File: src/core/psri_pkg.sv
// psri_pkg: register map, field layout, reset values, timing and state codes
// of the pressure sensor register interface.
// assumes a 40 MHz system clock; all users import the whole package.
package psri_pkg;

  // two-wire serial bus target address
  localparam logic [6:0] PSRI_TARGET_ADDR = 7'h7f;

  // register offsets
  localparam logic [7:0] PSRI_OFF_PRESS_HIGH = 8'h06;
  localparam logic [7:0] PSRI_OFF_PRESS_MID  = 8'h07;
  localparam logic [7:0] PSRI_OFF_PRESS_LOW  = 8'h08;
  localparam logic [7:0] PSRI_OFF_TEMP_HIGH  = 8'h09;
  localparam logic [7:0] PSRI_OFF_TEMP_LOW   = 8'h0a;
  localparam logic [7:0] PSRI_OFF_CMD        = 8'h30;
  localparam logic [7:0] PSRI_OFF_SYSCFG     = 8'ha5;
  localparam logic [7:0] PSRI_OFF_PCFG       = 8'ha6;

  // measurement_command fields
  localparam int         PSRI_CMD_SLEEP_LSB = 4;
  localparam int         PSRI_CMD_START_BIT = 3;
  localparam logic [2:0] PSRI_MODE_COMBINED = 3'h2;
  localparam logic [2:0] PSRI_MODE_SLEEP    = 3'h3;

  // system_configuration fields
  localparam int PSRI_SYS_REG_BIT  = 3;
  localparam int PSRI_SYS_UNS_BIT  = 2;
  localparam int PSRI_SYS_RAW_BIT  = 1;
  localparam int PSRI_SYS_DIAG_BIT = 0;

  // pressure_channel_configuration fields
  localparam int PSRI_PCFG_SWAP_BIT = 7;
  localparam int PSRI_PCFG_GAIN_LSB = 3;

  // values after reset
  localparam logic [7:0]  PSRI_CMD_RST    = 8'h00;
  localparam logic [7:0]  PSRI_SYSCFG_RST = 8'h01;
  localparam logic [7:0]  PSRI_PCFG_RST   = 8'h00;
  localparam logic [23:0] PSRI_PRESS_RST  = 24'h000000;
  localparam logic [15:0] PSRI_TEMP_RST   = 16'h0000;

  // sleep interval step: 62.5 ms per code step at 40 MHz
  localparam int PSRI_CLK_FREQ_KHZ  = 40000;
  localparam int PSRI_SLEEP_STEP_US = 62500;
  localparam int PSRI_SLEEP_STEP_CYC = PSRI_SLEEP_STEP_US / 1000 * PSRI_CLK_FREQ_KHZ
                                     + (PSRI_SLEEP_STEP_US % 1000) * PSRI_CLK_FREQ_KHZ / 1000;

  typedef enum logic [4:0] {
    PSRI_IS_IDLE  = 5'b00001,
    PSRI_IS_RX    = 5'b00010,
    PSRI_IS_ACK   = 5'b00100,
    PSRI_IS_TX    = 5'b01000,
    PSRI_IS_TXACK = 5'b10000
  } psri_i2c_state_t;

  typedef enum logic [3:0] {
    PSRI_CS_IDLE  = 4'b0001,
    PSRI_CS_TEMP  = 4'b0010,
    PSRI_CS_PRESS = 4'b0100,
    PSRI_CS_SLEEP = 4'b1000
  } psri_conv_state_t;

endpackage : psri_pkg

File: src/core/psri_sleep_timer.sv
// psri_sleep_timer: waits sleep code times one step, then pulses expired.
// assumes start is a one-cycle pulse and code is stable while it runs.
`timescale 1ns/1ps
`default_nettype none
module psri_sleep_timer
  import psri_pkg::*;
#(
  parameter int STEP_CYC = PSRI_SLEEP_STEP_CYC
) (
  input  wire logic       sys_clk,
  input  wire logic       rst,
  input  wire logic       ce,
  input  wire logic       start,
  input  wire logic [3:0] code,
  output logic            expired
);

  logic [3:0]  steps_r;
  logic [21:0] sub_r;
  logic        run_r;
  wire         step_end = (sub_r == 22'(STEP_CYC - 1));

  always_ff @(posedge sys_clk) begin
    if (rst) begin
      steps_r <= 4'h0;
      sub_r   <= 22'h000000;
      run_r   <= 1'b0;
      expired <= 1'b0;
    end else if (ce) begin
      expired <= 1'b0;
      if (start) begin
        steps_r <= code;
        sub_r   <= 22'h000000;
        run_r   <= 1'b1;
      end else if (run_r && steps_r == 4'h0) begin
        run_r   <= 1'b0;
        expired <= 1'b1;
      end else if (run_r) begin
        sub_r <= step_end ? 22'h000000 : sub_r + 22'h000001;
        if (step_end)
          steps_r <= steps_r - 4'h1;
      end
    end
  end

endmodule : psri_sleep_timer
`default_nettype wire

File: src/core/psri_conv_seq.sv
// psri_conv_seq: runs temperature then pressure conversions on the front end
// and loops them through the sleep timer in periodic mode.
// assumes the front end answers each request with one done pulse.
`timescale 1ns/1ps
`default_nettype none
module psri_conv_seq
  import psri_pkg::*;
(
  input  wire logic        sys_clk,
  input  wire logic        rst,
  input  wire logic        ce,
  input  wire logic        start_req,
  input  wire logic [2:0]  mode,
  input  wire logic        fe_done,
  input  wire logic [23:0] fe_data,
  input  wire logic        timer_expired,
  output logic             fe_req,
  output logic             fe_pressure,
  output logic             timer_start,
  output logic             commit,
  output logic             finish,
  output logic [15:0]      temp_out,
  output logic [23:0]      press_out
);

  psri_conv_state_t st_r;
  logic [15:0]      temp_hold_r;
  wire              mode_ok  = (mode == PSRI_MODE_COMBINED) || (mode == PSRI_MODE_SLEEP);
  wire              periodic = start_req && (mode == PSRI_MODE_SLEEP);

  always_ff @(posedge sys_clk) begin
    if (rst) begin
      st_r        <= PSRI_CS_IDLE;
      temp_hold_r <= PSRI_TEMP_RST;
      fe_req      <= 1'b0;
      fe_pressure <= 1'b0;
      timer_start <= 1'b0;
      commit      <= 1'b0;
      finish      <= 1'b0;
      temp_out    <= PSRI_TEMP_RST;
      press_out   <= PSRI_PRESS_RST;
    end else if (ce) begin
      fe_req      <= 1'b0;
      timer_start <= 1'b0;
      commit      <= 1'b0;
      finish      <= 1'b0;
      case (st_r)
        PSRI_CS_IDLE: begin
          // temperature first
          // the start flag clears one cycle after finish; no restart on the stale flag
          if (start_req && mode_ok && !finish) begin
            fe_req      <= 1'b1;
            fe_pressure <= 1'b0;
            st_r        <= PSRI_CS_TEMP;
          end else if (start_req) begin
            finish <= 1'b1;
          end
        end
        PSRI_CS_TEMP: begin
          if (fe_done) begin
            temp_hold_r <= fe_data[15:0];
            fe_req      <= 1'b1;
            fe_pressure <= 1'b1;
            st_r        <= PSRI_CS_PRESS;
          end
        end
        PSRI_CS_PRESS: begin
          if (fe_done) begin
            temp_out  <= temp_hold_r;
            press_out <= fe_data;
            commit    <= 1'b1;
            if (periodic) begin
              timer_start <= 1'b1;
              st_r        <= PSRI_CS_SLEEP;
            end else begin
              finish <= 1'b1;
              st_r   <= PSRI_CS_IDLE;
            end
          end
        end
        PSRI_CS_SLEEP: begin
          if (!periodic) begin
            st_r <= PSRI_CS_IDLE;
          end else if (timer_expired) begin
            fe_req      <= 1'b1;
            fe_pressure <= 1'b0;
            st_r        <= PSRI_CS_TEMP;
          end
        end
        default: st_r <= PSRI_CS_IDLE;
      endcase
    end
  end

endmodule : psri_conv_seq

File: src/core/psri_top.sv
// psri_top: serial-bus register interface of a differential pressure sensor:
// two-wire target, register map, conversion control and result formatting.
// assumes scl/sda are already synchronous to sys_clk and the analog front end
// converts on a request/done handshake with results on fe_conv_data.
`timescale 1ns/1ps
`default_nettype none
module psri_top
  import psri_pkg::*;
#(
  parameter int SLEEP_STEP_CYC = PSRI_SLEEP_STEP_CYC
) (
  input  wire logic        sys_clk,
  input  wire logic        rst,
  input  wire logic        ce,
  input  wire logic        scl_in,
  input  wire logic        sda_in,
  output logic             sda_out,
  output logic             sda_oe,
  output logic             fe_conv_req,
  output logic             fe_conv_pressure,
  input  wire logic        fe_conv_done,
  input  wire logic [23:0] fe_conv_data,
  output logic             regulator_voltage_select,
  output logic             raw_output_select,
  output logic             unsigned_output_select,
  output logic             diag_enable,
  output logic             input_swap,
  output logic [2:0]       pressure_gain_code,
  output logic [7:0]       pressure_gain_factor,
  output logic [2:0]       oversampling_ratio_field,
  output logic [15:0]      oversampling_ratio
);

  // bus line sampling
  logic scl_q_r;
  logic sda_q_r;

  always_ff @(posedge sys_clk) begin
    if (rst) begin
      scl_q_r <= 1'b1;
      sda_q_r <= 1'b1;
    end else if (ce) begin
      scl_q_r <= scl_in;
      sda_q_r <= sda_in;
    end
  end

  wire scl_rise  = scl_in & ~scl_q_r;
  wire scl_fall  = ~scl_in & scl_q_r;
  wire bus_start = scl_in & scl_q_r & sda_q_r & ~sda_in;
  wire bus_stop  = scl_in & scl_q_r & ~sda_q_r & sda_in;

  // serial target state
  psri_i2c_state_t ist_r;
  psri_i2c_state_t ist_nxt;
  logic [3:0]      cnt_r;
  logic [3:0]      cnt_nxt;
  logic [7:0]      sh_r;
  logic [7:0]      sh_nxt;
  logic [1:0]      idx_r;
  logic [1:0]      idx_nxt;
  logic [7:0]      ptr_r;
  logic [7:0]      ptr_nxt;
  logic            go_tx_r;
  logic            go_tx_nxt;
  logic            sda_oe_r;
  logic            sda_oe_nxt;
  logic            wr_stb;
  logic [7:0]      rd_data;

  wire byte_done = scl_fall && (cnt_r == 4'h8);
  wire addr_hit  = (sh_r[7:1] == PSRI_TARGET_ADDR);

  always_comb begin
    ist_nxt   = ist_r;
    cnt_nxt   = cnt_r;
    sh_nxt    = sh_r;
    idx_nxt   = idx_r;
    ptr_nxt   = ptr_r;
    go_tx_nxt = go_tx_r;
    wr_stb    = 1'b0;
    if (bus_start) begin
      // repeated start restarts the address phase
      ist_nxt = PSRI_IS_RX;
      cnt_nxt = 4'h0;
      idx_nxt = 2'h0;
    end else if (bus_stop) begin
      ist_nxt = PSRI_IS_IDLE;
    end else begin
      case (ist_r)
        PSRI_IS_IDLE: ist_nxt = PSRI_IS_IDLE;
        PSRI_IS_RX: begin
          if (scl_rise) begin
            sh_nxt  = {sh_r[6:0], sda_in};
            cnt_nxt = cnt_r + 4'h1;
          end else if (byte_done) begin
            cnt_nxt = 4'h0;
            // acknowledge address, register and one data byte
            case (idx_r)
              2'h0: begin
                ist_nxt   = addr_hit ? PSRI_IS_ACK : PSRI_IS_IDLE;
                go_tx_nxt = sh_r[0];
                idx_nxt   = 2'h1;
              end
              2'h1: begin
                ptr_nxt   = sh_r;
                ist_nxt   = PSRI_IS_ACK;
                go_tx_nxt = 1'b0;
                idx_nxt   = 2'h2;
              end
              2'h2: begin
                wr_stb  = 1'b1;
                ist_nxt = PSRI_IS_ACK;
                idx_nxt = 2'h3;
              end
              default: ist_nxt = PSRI_IS_IDLE;
            endcase
          end
        end
        PSRI_IS_ACK: begin
          if (scl_fall) begin
            ist_nxt = go_tx_r ? PSRI_IS_TX : PSRI_IS_RX;
            sh_nxt  = go_tx_r ? rd_data : sh_r;
            cnt_nxt = 4'h0;
          end
        end
        PSRI_IS_TX: begin
          if (scl_rise) begin
            cnt_nxt = cnt_r + 4'h1;
          end else if (byte_done) begin
            ist_nxt = PSRI_IS_TXACK;
          end else if (scl_fall) begin
            sh_nxt = {sh_r[6:0], 1'b0};
          end
        end
        PSRI_IS_TXACK: begin
          // master ack asks for the next register, nack ends the read
          if (scl_rise) begin
            go_tx_nxt = ~sda_in;
            ptr_nxt   = sda_in ? ptr_r : ptr_r + 8'h01;
          end else if (scl_fall) begin
            ist_nxt = go_tx_r ? PSRI_IS_TX : PSRI_IS_IDLE;
            sh_nxt  = rd_data;
            cnt_nxt = 4'h0;
          end
        end
        default: ist_nxt = PSRI_IS_IDLE;
      endcase
    end
  end

  // open drain: only ever pull low, never drive high
  assign sda_oe_nxt = (ist_nxt == PSRI_IS_ACK) || ((ist_nxt == PSRI_IS_TX) && !sh_nxt[7]);

  always_ff @(posedge sys_clk) begin
    if (rst) begin
      ist_r    <= PSRI_IS_IDLE;
      cnt_r    <= 4'h0;
      sh_r     <= 8'h00;
      idx_r    <= 2'h0;
      ptr_r    <= 8'h00;
      go_tx_r  <= 1'b0;
      sda_oe_r <= 1'b0;
    end else if (ce) begin
      ist_r    <= ist_nxt;
      cnt_r    <= cnt_nxt;
      sh_r     <= sh_nxt;
      idx_r    <= idx_nxt;
      ptr_r    <= ptr_nxt;
      go_tx_r  <= go_tx_nxt;
      sda_oe_r <= sda_oe_nxt;
    end
  end

  assign sda_out = 1'b0;
  assign sda_oe  = sda_oe_r;

  // register file
  logic [7:0]  cmd_r;
  logic [7:0]  cmd_nxt;
  logic [7:0]  syscfg_r;
  logic [7:0]  pcfg_r;
  logic [23:0] press_r;
  logic [15:0] temp_r;
  logic        conv_commit;
  logic        conv_finish;
  logic        timer_start;
  logic        timer_expired;
  logic [15:0] seq_temp;
  logic [23:0] seq_press;

  wire wr_cmd    = wr_stb && (ptr_r == PSRI_OFF_CMD);
  wire wr_syscfg = wr_stb && (ptr_r == PSRI_OFF_SYSCFG);
  wire wr_pcfg   = wr_stb && (ptr_r == PSRI_OFF_PCFG);
  wire [2:0] cmd_mode   = cmd_r[2:0];
  wire [3:0] sleep_code = cmd_r[7:PSRI_CMD_SLEEP_LSB];
  wire       start_flag = cmd_r[PSRI_CMD_START_BIT];

  // self-clear at conversion end, not in sleep mode; a write wins
  always_comb begin
    cmd_nxt = cmd_r;
    if (wr_cmd)
      cmd_nxt = sh_r;
    else if (conv_finish && cmd_mode != PSRI_MODE_SLEEP)
      cmd_nxt[PSRI_CMD_START_BIT] = 1'b0;
  end

  // unsigned format only applies to raw output
  wire fmt_unsigned = syscfg_r[PSRI_SYS_RAW_BIT] & syscfg_r[PSRI_SYS_UNS_BIT];

  always_ff @(posedge sys_clk) begin
    if (rst) begin
      cmd_r    <= PSRI_CMD_RST;
      syscfg_r <= PSRI_SYSCFG_RST;
      pcfg_r   <= PSRI_PCFG_RST;
      press_r  <= PSRI_PRESS_RST;
      temp_r   <= PSRI_TEMP_RST;
    end else if (ce) begin
      cmd_r <= cmd_nxt;
      if (wr_syscfg)
        syscfg_r <= sh_r;
      if (wr_pcfg)
        pcfg_r <= sh_r;
      if (conv_commit) begin
        // sign bit kept at bit 23 unless unsigned is chosen
        press_r <= {seq_press[23] ^ fmt_unsigned, seq_press[22:0]};
        // two's complement temperature, offset binary if unsigned
        temp_r  <= {seq_temp[15] ^ fmt_unsigned, seq_temp[14:0]};
      end
    end
  end

  // pressure bytes, temperature bytes; unmapped offsets read zero
  assign rd_data = (ptr_r == PSRI_OFF_PRESS_HIGH) ? press_r[23:16] :
                   (ptr_r == PSRI_OFF_PRESS_MID)  ? press_r[15:8]  :
                   (ptr_r == PSRI_OFF_PRESS_LOW)  ? press_r[7:0]   :
                   (ptr_r == PSRI_OFF_TEMP_HIGH)  ? temp_r[15:8]   :
                   (ptr_r == PSRI_OFF_TEMP_LOW)   ? temp_r[7:0]    :
                   (ptr_r == PSRI_OFF_CMD)        ? cmd_r          :
                   (ptr_r == PSRI_OFF_SYSCFG)     ? syscfg_r       :
                   (ptr_r == PSRI_OFF_PCFG)       ? pcfg_r         : 8'h00;

  psri_conv_seq u_seq (
    .sys_clk       (sys_clk),
    .rst           (rst),
    .ce            (ce),
    .start_req     (start_flag),
    .mode          (cmd_mode),
    .fe_done       (fe_conv_done),
    .fe_data       (fe_conv_data),
    .timer_expired (timer_expired),
    .fe_req        (fe_conv_req),
    .fe_pressure   (fe_conv_pressure),
    .timer_start   (timer_start),
    .commit        (conv_commit),
    .finish        (conv_finish),
    .temp_out      (seq_temp),
    .press_out     (seq_press)
  );

  // sleep interval from the command nibble
  psri_sleep_timer #(
    .STEP_CYC (SLEEP_STEP_CYC)
  ) u_timer (
    .sys_clk (sys_clk),
    .rst     (rst),
    .ce      (ce),
    .start   (timer_start),
    .code    (sleep_code),
    .expired (timer_expired)
  );

  // front-end configuration outputs
  // regulator level select
  assign regulator_voltage_select = syscfg_r[PSRI_SYS_REG_BIT];
  assign raw_output_select        = syscfg_r[PSRI_SYS_RAW_BIT];
  assign unsigned_output_select   = syscfg_r[PSRI_SYS_UNS_BIT];
  assign diag_enable              = syscfg_r[PSRI_SYS_DIAG_BIT];
  assign input_swap               = pcfg_r[PSRI_PCFG_SWAP_BIT];
  assign pressure_gain_code       = pcfg_r[5:PSRI_PCFG_GAIN_LSB];
  assign pressure_gain_factor     = 8'h01 << pressure_gain_code;
  assign oversampling_ratio_field = pcfg_r[2:0];

  // oversampling ratio lookup; codes 100 and 101 sit below 1024
  assign oversampling_ratio = (oversampling_ratio_field == 3'h0) ? 16'h0400 :
                              (oversampling_ratio_field == 3'h1) ? 16'h0800 :
                              (oversampling_ratio_field == 3'h2) ? 16'h1000 :
                              (oversampling_ratio_field == 3'h3) ? 16'h2000 :
                              (oversampling_ratio_field == 3'h4) ? 16'h0100 :
                              (oversampling_ratio_field == 3'h5) ? 16'h0200 :
                              (oversampling_ratio_field == 3'h6) ? 16'h4000 : 16'h8000;

endmodule : psri_top
`default_nettype wire

File: config.mk
export PLATFORM = sky130hd
export DESIGN_NAME = psri_top
export DESIGN_NICKNAME = d
export VERILOG_FILES = /design/src/core/psri_pkg.sv /design/src/core/psri_sleep_timer.sv /design/src/core/psri_conv_seq.sv /design/src/core/psri_top.sv
export SDC_FILE = /design/constraint.sdc
export NUM_CORES = 1
export LEC_CHECK = 0
export BUFFER_PORTS_ARGS = -buffer_cell sky130_fd_sc_hd__buf_2
export CAP_MARGIN = 20
export CORE_MARGIN = 2
export CORE_UTILIZATION = 55
export CTS_BUF_LIST = sky130_fd_sc_hd__clkbuf_8
export DETAILED_ROUTE_END_ITERATION = 12
export PLACE_DENSITY_LB_ADDON = 0.08
export SLEW_MARGIN = 30
export SYNTH_ARGS = -nofsm -noshare
export SYNTH_HDL_FRONTEND = slang
export SYNTH_SLANG_ARGS = --single-unit
File: constraint.sdc
create_clock -name sys_clk -period 5.04 [get_ports sys_clk]
set_clock_uncertainty 0.1 [all_clocks]
set_input_delay 1.26 -clock sys_clk [delete_from_list [all_inputs] [get_ports sys_clk]]
set_output_delay 1.26 -clock sys_clk [all_outputs]
set_load 0.05 [all_outputs]
==> impl_results.md <==
- Reg2reg setup slack: 2.06 ns
- DRC Markers: 0
- Detail Route Antenna Nets: 0
- Clock latency on the worst-skew pair: 0.46 ns
- Slew HR: 0.386
- Gr ovfl total: 0
- Yosys top cell area share: 0.416
- Wire length of the first global-routing pass: 36.2 mm
- Synth Area per Inst: 7.81 um^2
- Vias in the first global route: 7067
- Commonest cells post-synth: nand2_1 (247), dfxtp_1 (188), a21oi_1 (143)
- Crit. End Element: flip-flop
- Die X: 132 um
- Final worst-path cycle share: 0.619
- Register area share after synthesis: 0.416
- Tmin final: 3.12 ns
- Routability cong.: 0.891
- P_sw: 0.635 mW
- RSZ-0062 raised after global routing: false
- Post-CTS Resized: 0
- Sink Count: 188
- IO Count: 69
- Drt total wl: 21.9 mm
- R2R cell count: 8
- Status: complete, no violations
- Max Cap Violations: 0
- Yosys cell types: 72
- Largest net degree at the start of global routing: 122
- Final Setup Violations: 0
- Crit path kind: input port to flip-flop
- NumNets Final: 1203
- Root buffer cell: clkbuf_8
- Synthesized flop and latch total: 188
- Fraction of layout cells with a size suffix above 1: 0.108
- Lkg Pwr: 3.47 nW
- All-Layer GR Usage: 0.250
- Die height: 132 um
- Share of flip-flops with an asynchronous set or reset: 0
- Sw frac: 0.245
- Max Buffers Root-to-Sink: 2
- Main synth FF type: dfxtp_1
- R2r startpoint: u_timer.steps_r[0]
- Num CTS Buffers: 17
- Die Area: 17500 um^2
- Worst-Margin Slew: 0.913 ns
- Initial antenna violation count: 0
- VDD IR-drop max: 0.214 mV
- Power Density: 267 nW/um^2
- PortBufs: 59
- Critical Path AT: 3.33 ns
- CTS tree: built
- Crit start category: input port
- Wire length per cell: 15.8 um
- Worst slack, placed: 1.44 ns
- Cts-stage hold buffer count: 0
- Worst-path fanout max: 26
- Part of the power in registers: 0.579
- Most frequent cell after synthesis: nand2_1
- Int Pwr: 1.96 mW
- Clk pwr share: 0.378
- Initial Utilization: 0.566
- Req. time, crit path: 5.25 ns
- Reg2reg end: u_timer.sub_r[1]
- Number of synthesis warnings: 0
- Drt pass-1 iters: 5
- Worst-path clk slew: 0.09 ns
- Detailed Place HPWL: 15.0 mm
- Final hold vios: 0
- Vias per std cell: 5.77
- Syn Inst Count: 1160
- Mapped cell area: 9050 um^2
- Synth area leader: dfxtp_1
- Area Growth Syn to Fin: 7.06%
- Comb power frac: 0.043
- Synth top area cells: dfxtp_1 (42%), nand2_1 (10%), a21oi_1 (7.9%)
- Setup TNS: 0 ns
- Fmax: 320 MHz
- Post-CTS setup buffers: 0
- Hold crit path type: flip-flop to flip-flop
- Hold-critical path depth: 2
- Floorplan row count: 46
- Final worst slack: 1.92 ns
- H-tree levels: 4
- Number of flops mapped to enable cells by yosys: 0
- Via count: 8012
- Fin. max-slew vios: 0
- Core area: 16000 um^2
- Final Util: 0.606
- # diodes: 0
- Hold path startpoint: u_seq.press_out[15]
- Iteration-0 DRC Markers: 521
- Hold endpoint: press_r[15]
## metrics by stage
stage	instance area [um^2]	cells	hold slack (ns)	power [mW]
final	9690	1388	0.354	2.59
after global routing	9690	1388	0.372	2.68
after CTS	9690	1388	0.356	2.61
after detailed placement	9300	1357	0.342	1.65
after global placement	9300	1357	0.338	1.65
after floorplan	9080	1168	0.331	1.62
## power by group through the flow
stage          clock [mW]  combinational (mW)  sequential (mW)
2_1_floorplan           0              0.0893             1.53
3_3_place_gp            0               0.111             1.54
3_5_place_dp            0               0.111             1.54
4_1_cts             0.999               0.111             1.50
5_1_grt              1.06               0.122             1.50
6_report            0.980               0.112             1.50
## worst max-delay path by stage
stage	from	to	slack, ns
floorplan	pcfg_r[5]	pressure_gain_factor[4]	1.94
global placement	ce	u_timer.sub_r[10]	1.41
detailed placement	ce	u_timer.sub_r[15]	1.44
CTS	ce	u_timer.sub_r[15]	1.94
global route	ce	u_timer.sub_r[13]	1.68
finish	ce	u_timer.sub_r[2]	1.92
## worst max-delay path, cell delays in order
cell,delay [ns]
buf_2,0.40
inv_2,0.26
nor2_1,0.34
o21ai_1,0.27
nand2b_1,0.67
nor2_1,0.12
## cell type report
| cell class | count | area, um^2 |
|---|---|---|
| clock buffers | 20 | 275 |
| well taps | 216 | 270 |
| fillers | 1543 | 6310 |
| repair buffers | 65 | 355 |
| clock inverters | 11 | 108 |
| flip-flops and latches | 188 | 3760 |
| multi-input cells | 869 | 4850 |
| inverters | 19 | 71.3 |
## metal layers
| layer | GRT usage | up-vias | wire (um) |
|---|---|---|---|
| met5 | 0 | - | 0 |
| met4 | 0.0705 | 0 | 419 |
| met3 | 0.0446 | 34 | 871 |
| met2 | 0.405 | 181 | 10400 |
| met1 | 0.345 | 3774 | 10200 |
| li1 | - | 4023 | - |
## sequential cells by signal, summed over array words and instances (netlist names), 4 cells and up
register           flops
u_seq.temp_out        16
u_timer.steps_r        4
u_seq.press_out       24
pcfg_r                 8
u_seq.st_r             4
u_seq.temp_hold_r     16
sh_r                   8
ist_r                  5
cmd_r                  8
press_r               24
cnt_r                  4
u_timer.sub_r         22
temp_r                16
ptr_r                  8
syscfg_r               8
## cells in the final DEF (no fill, tap or decap), types with 7 or more instances in the layout
master / count
a211oi_1: 9
a21oi_1: 143
a221o_1: 7
a221oi_1: 7
a311oi_1: 8
and3_1: 11
buf_2: 58
clkbuf_8: 20
conb_1: 9
dfxtp_1: 188
ha_1: 13
inv_1: 19
mux2i_1: 27
nand2_1: 247
nand2b_1: 11
nand3_1: 24
nand4_1: 12
nand4b_1: 7
nor2_1: 103
nor2b_1: 13
nor3_1: 23
nor3b_1: 12
o211ai_1: 11
o21ai_0: 27
o22ai_1: 8
or3_1: 11
xnor2_1: 8
xor2_1: 16
## cells by family after synthesis
| group | count (synthesis) | share of synthesized area |
|---|---|---|
| other | 1 | 0.000414 |
| adder cells (fa/ha/maj) | 13 | 0.0180 |
| AND/OR/NAND/NOR | 531 | 0.280 |
| AO/OA/AOI/OAI | 265 | 0.179 |
| flip-flops | 188 | 0.416 |
| multiplexers | 27 | 0.0298 |
| XOR/XNOR | 24 | 0.0232 |
| buffers and inverters | 111 | 0.0542 |
(Power assumes the default switching activity.)
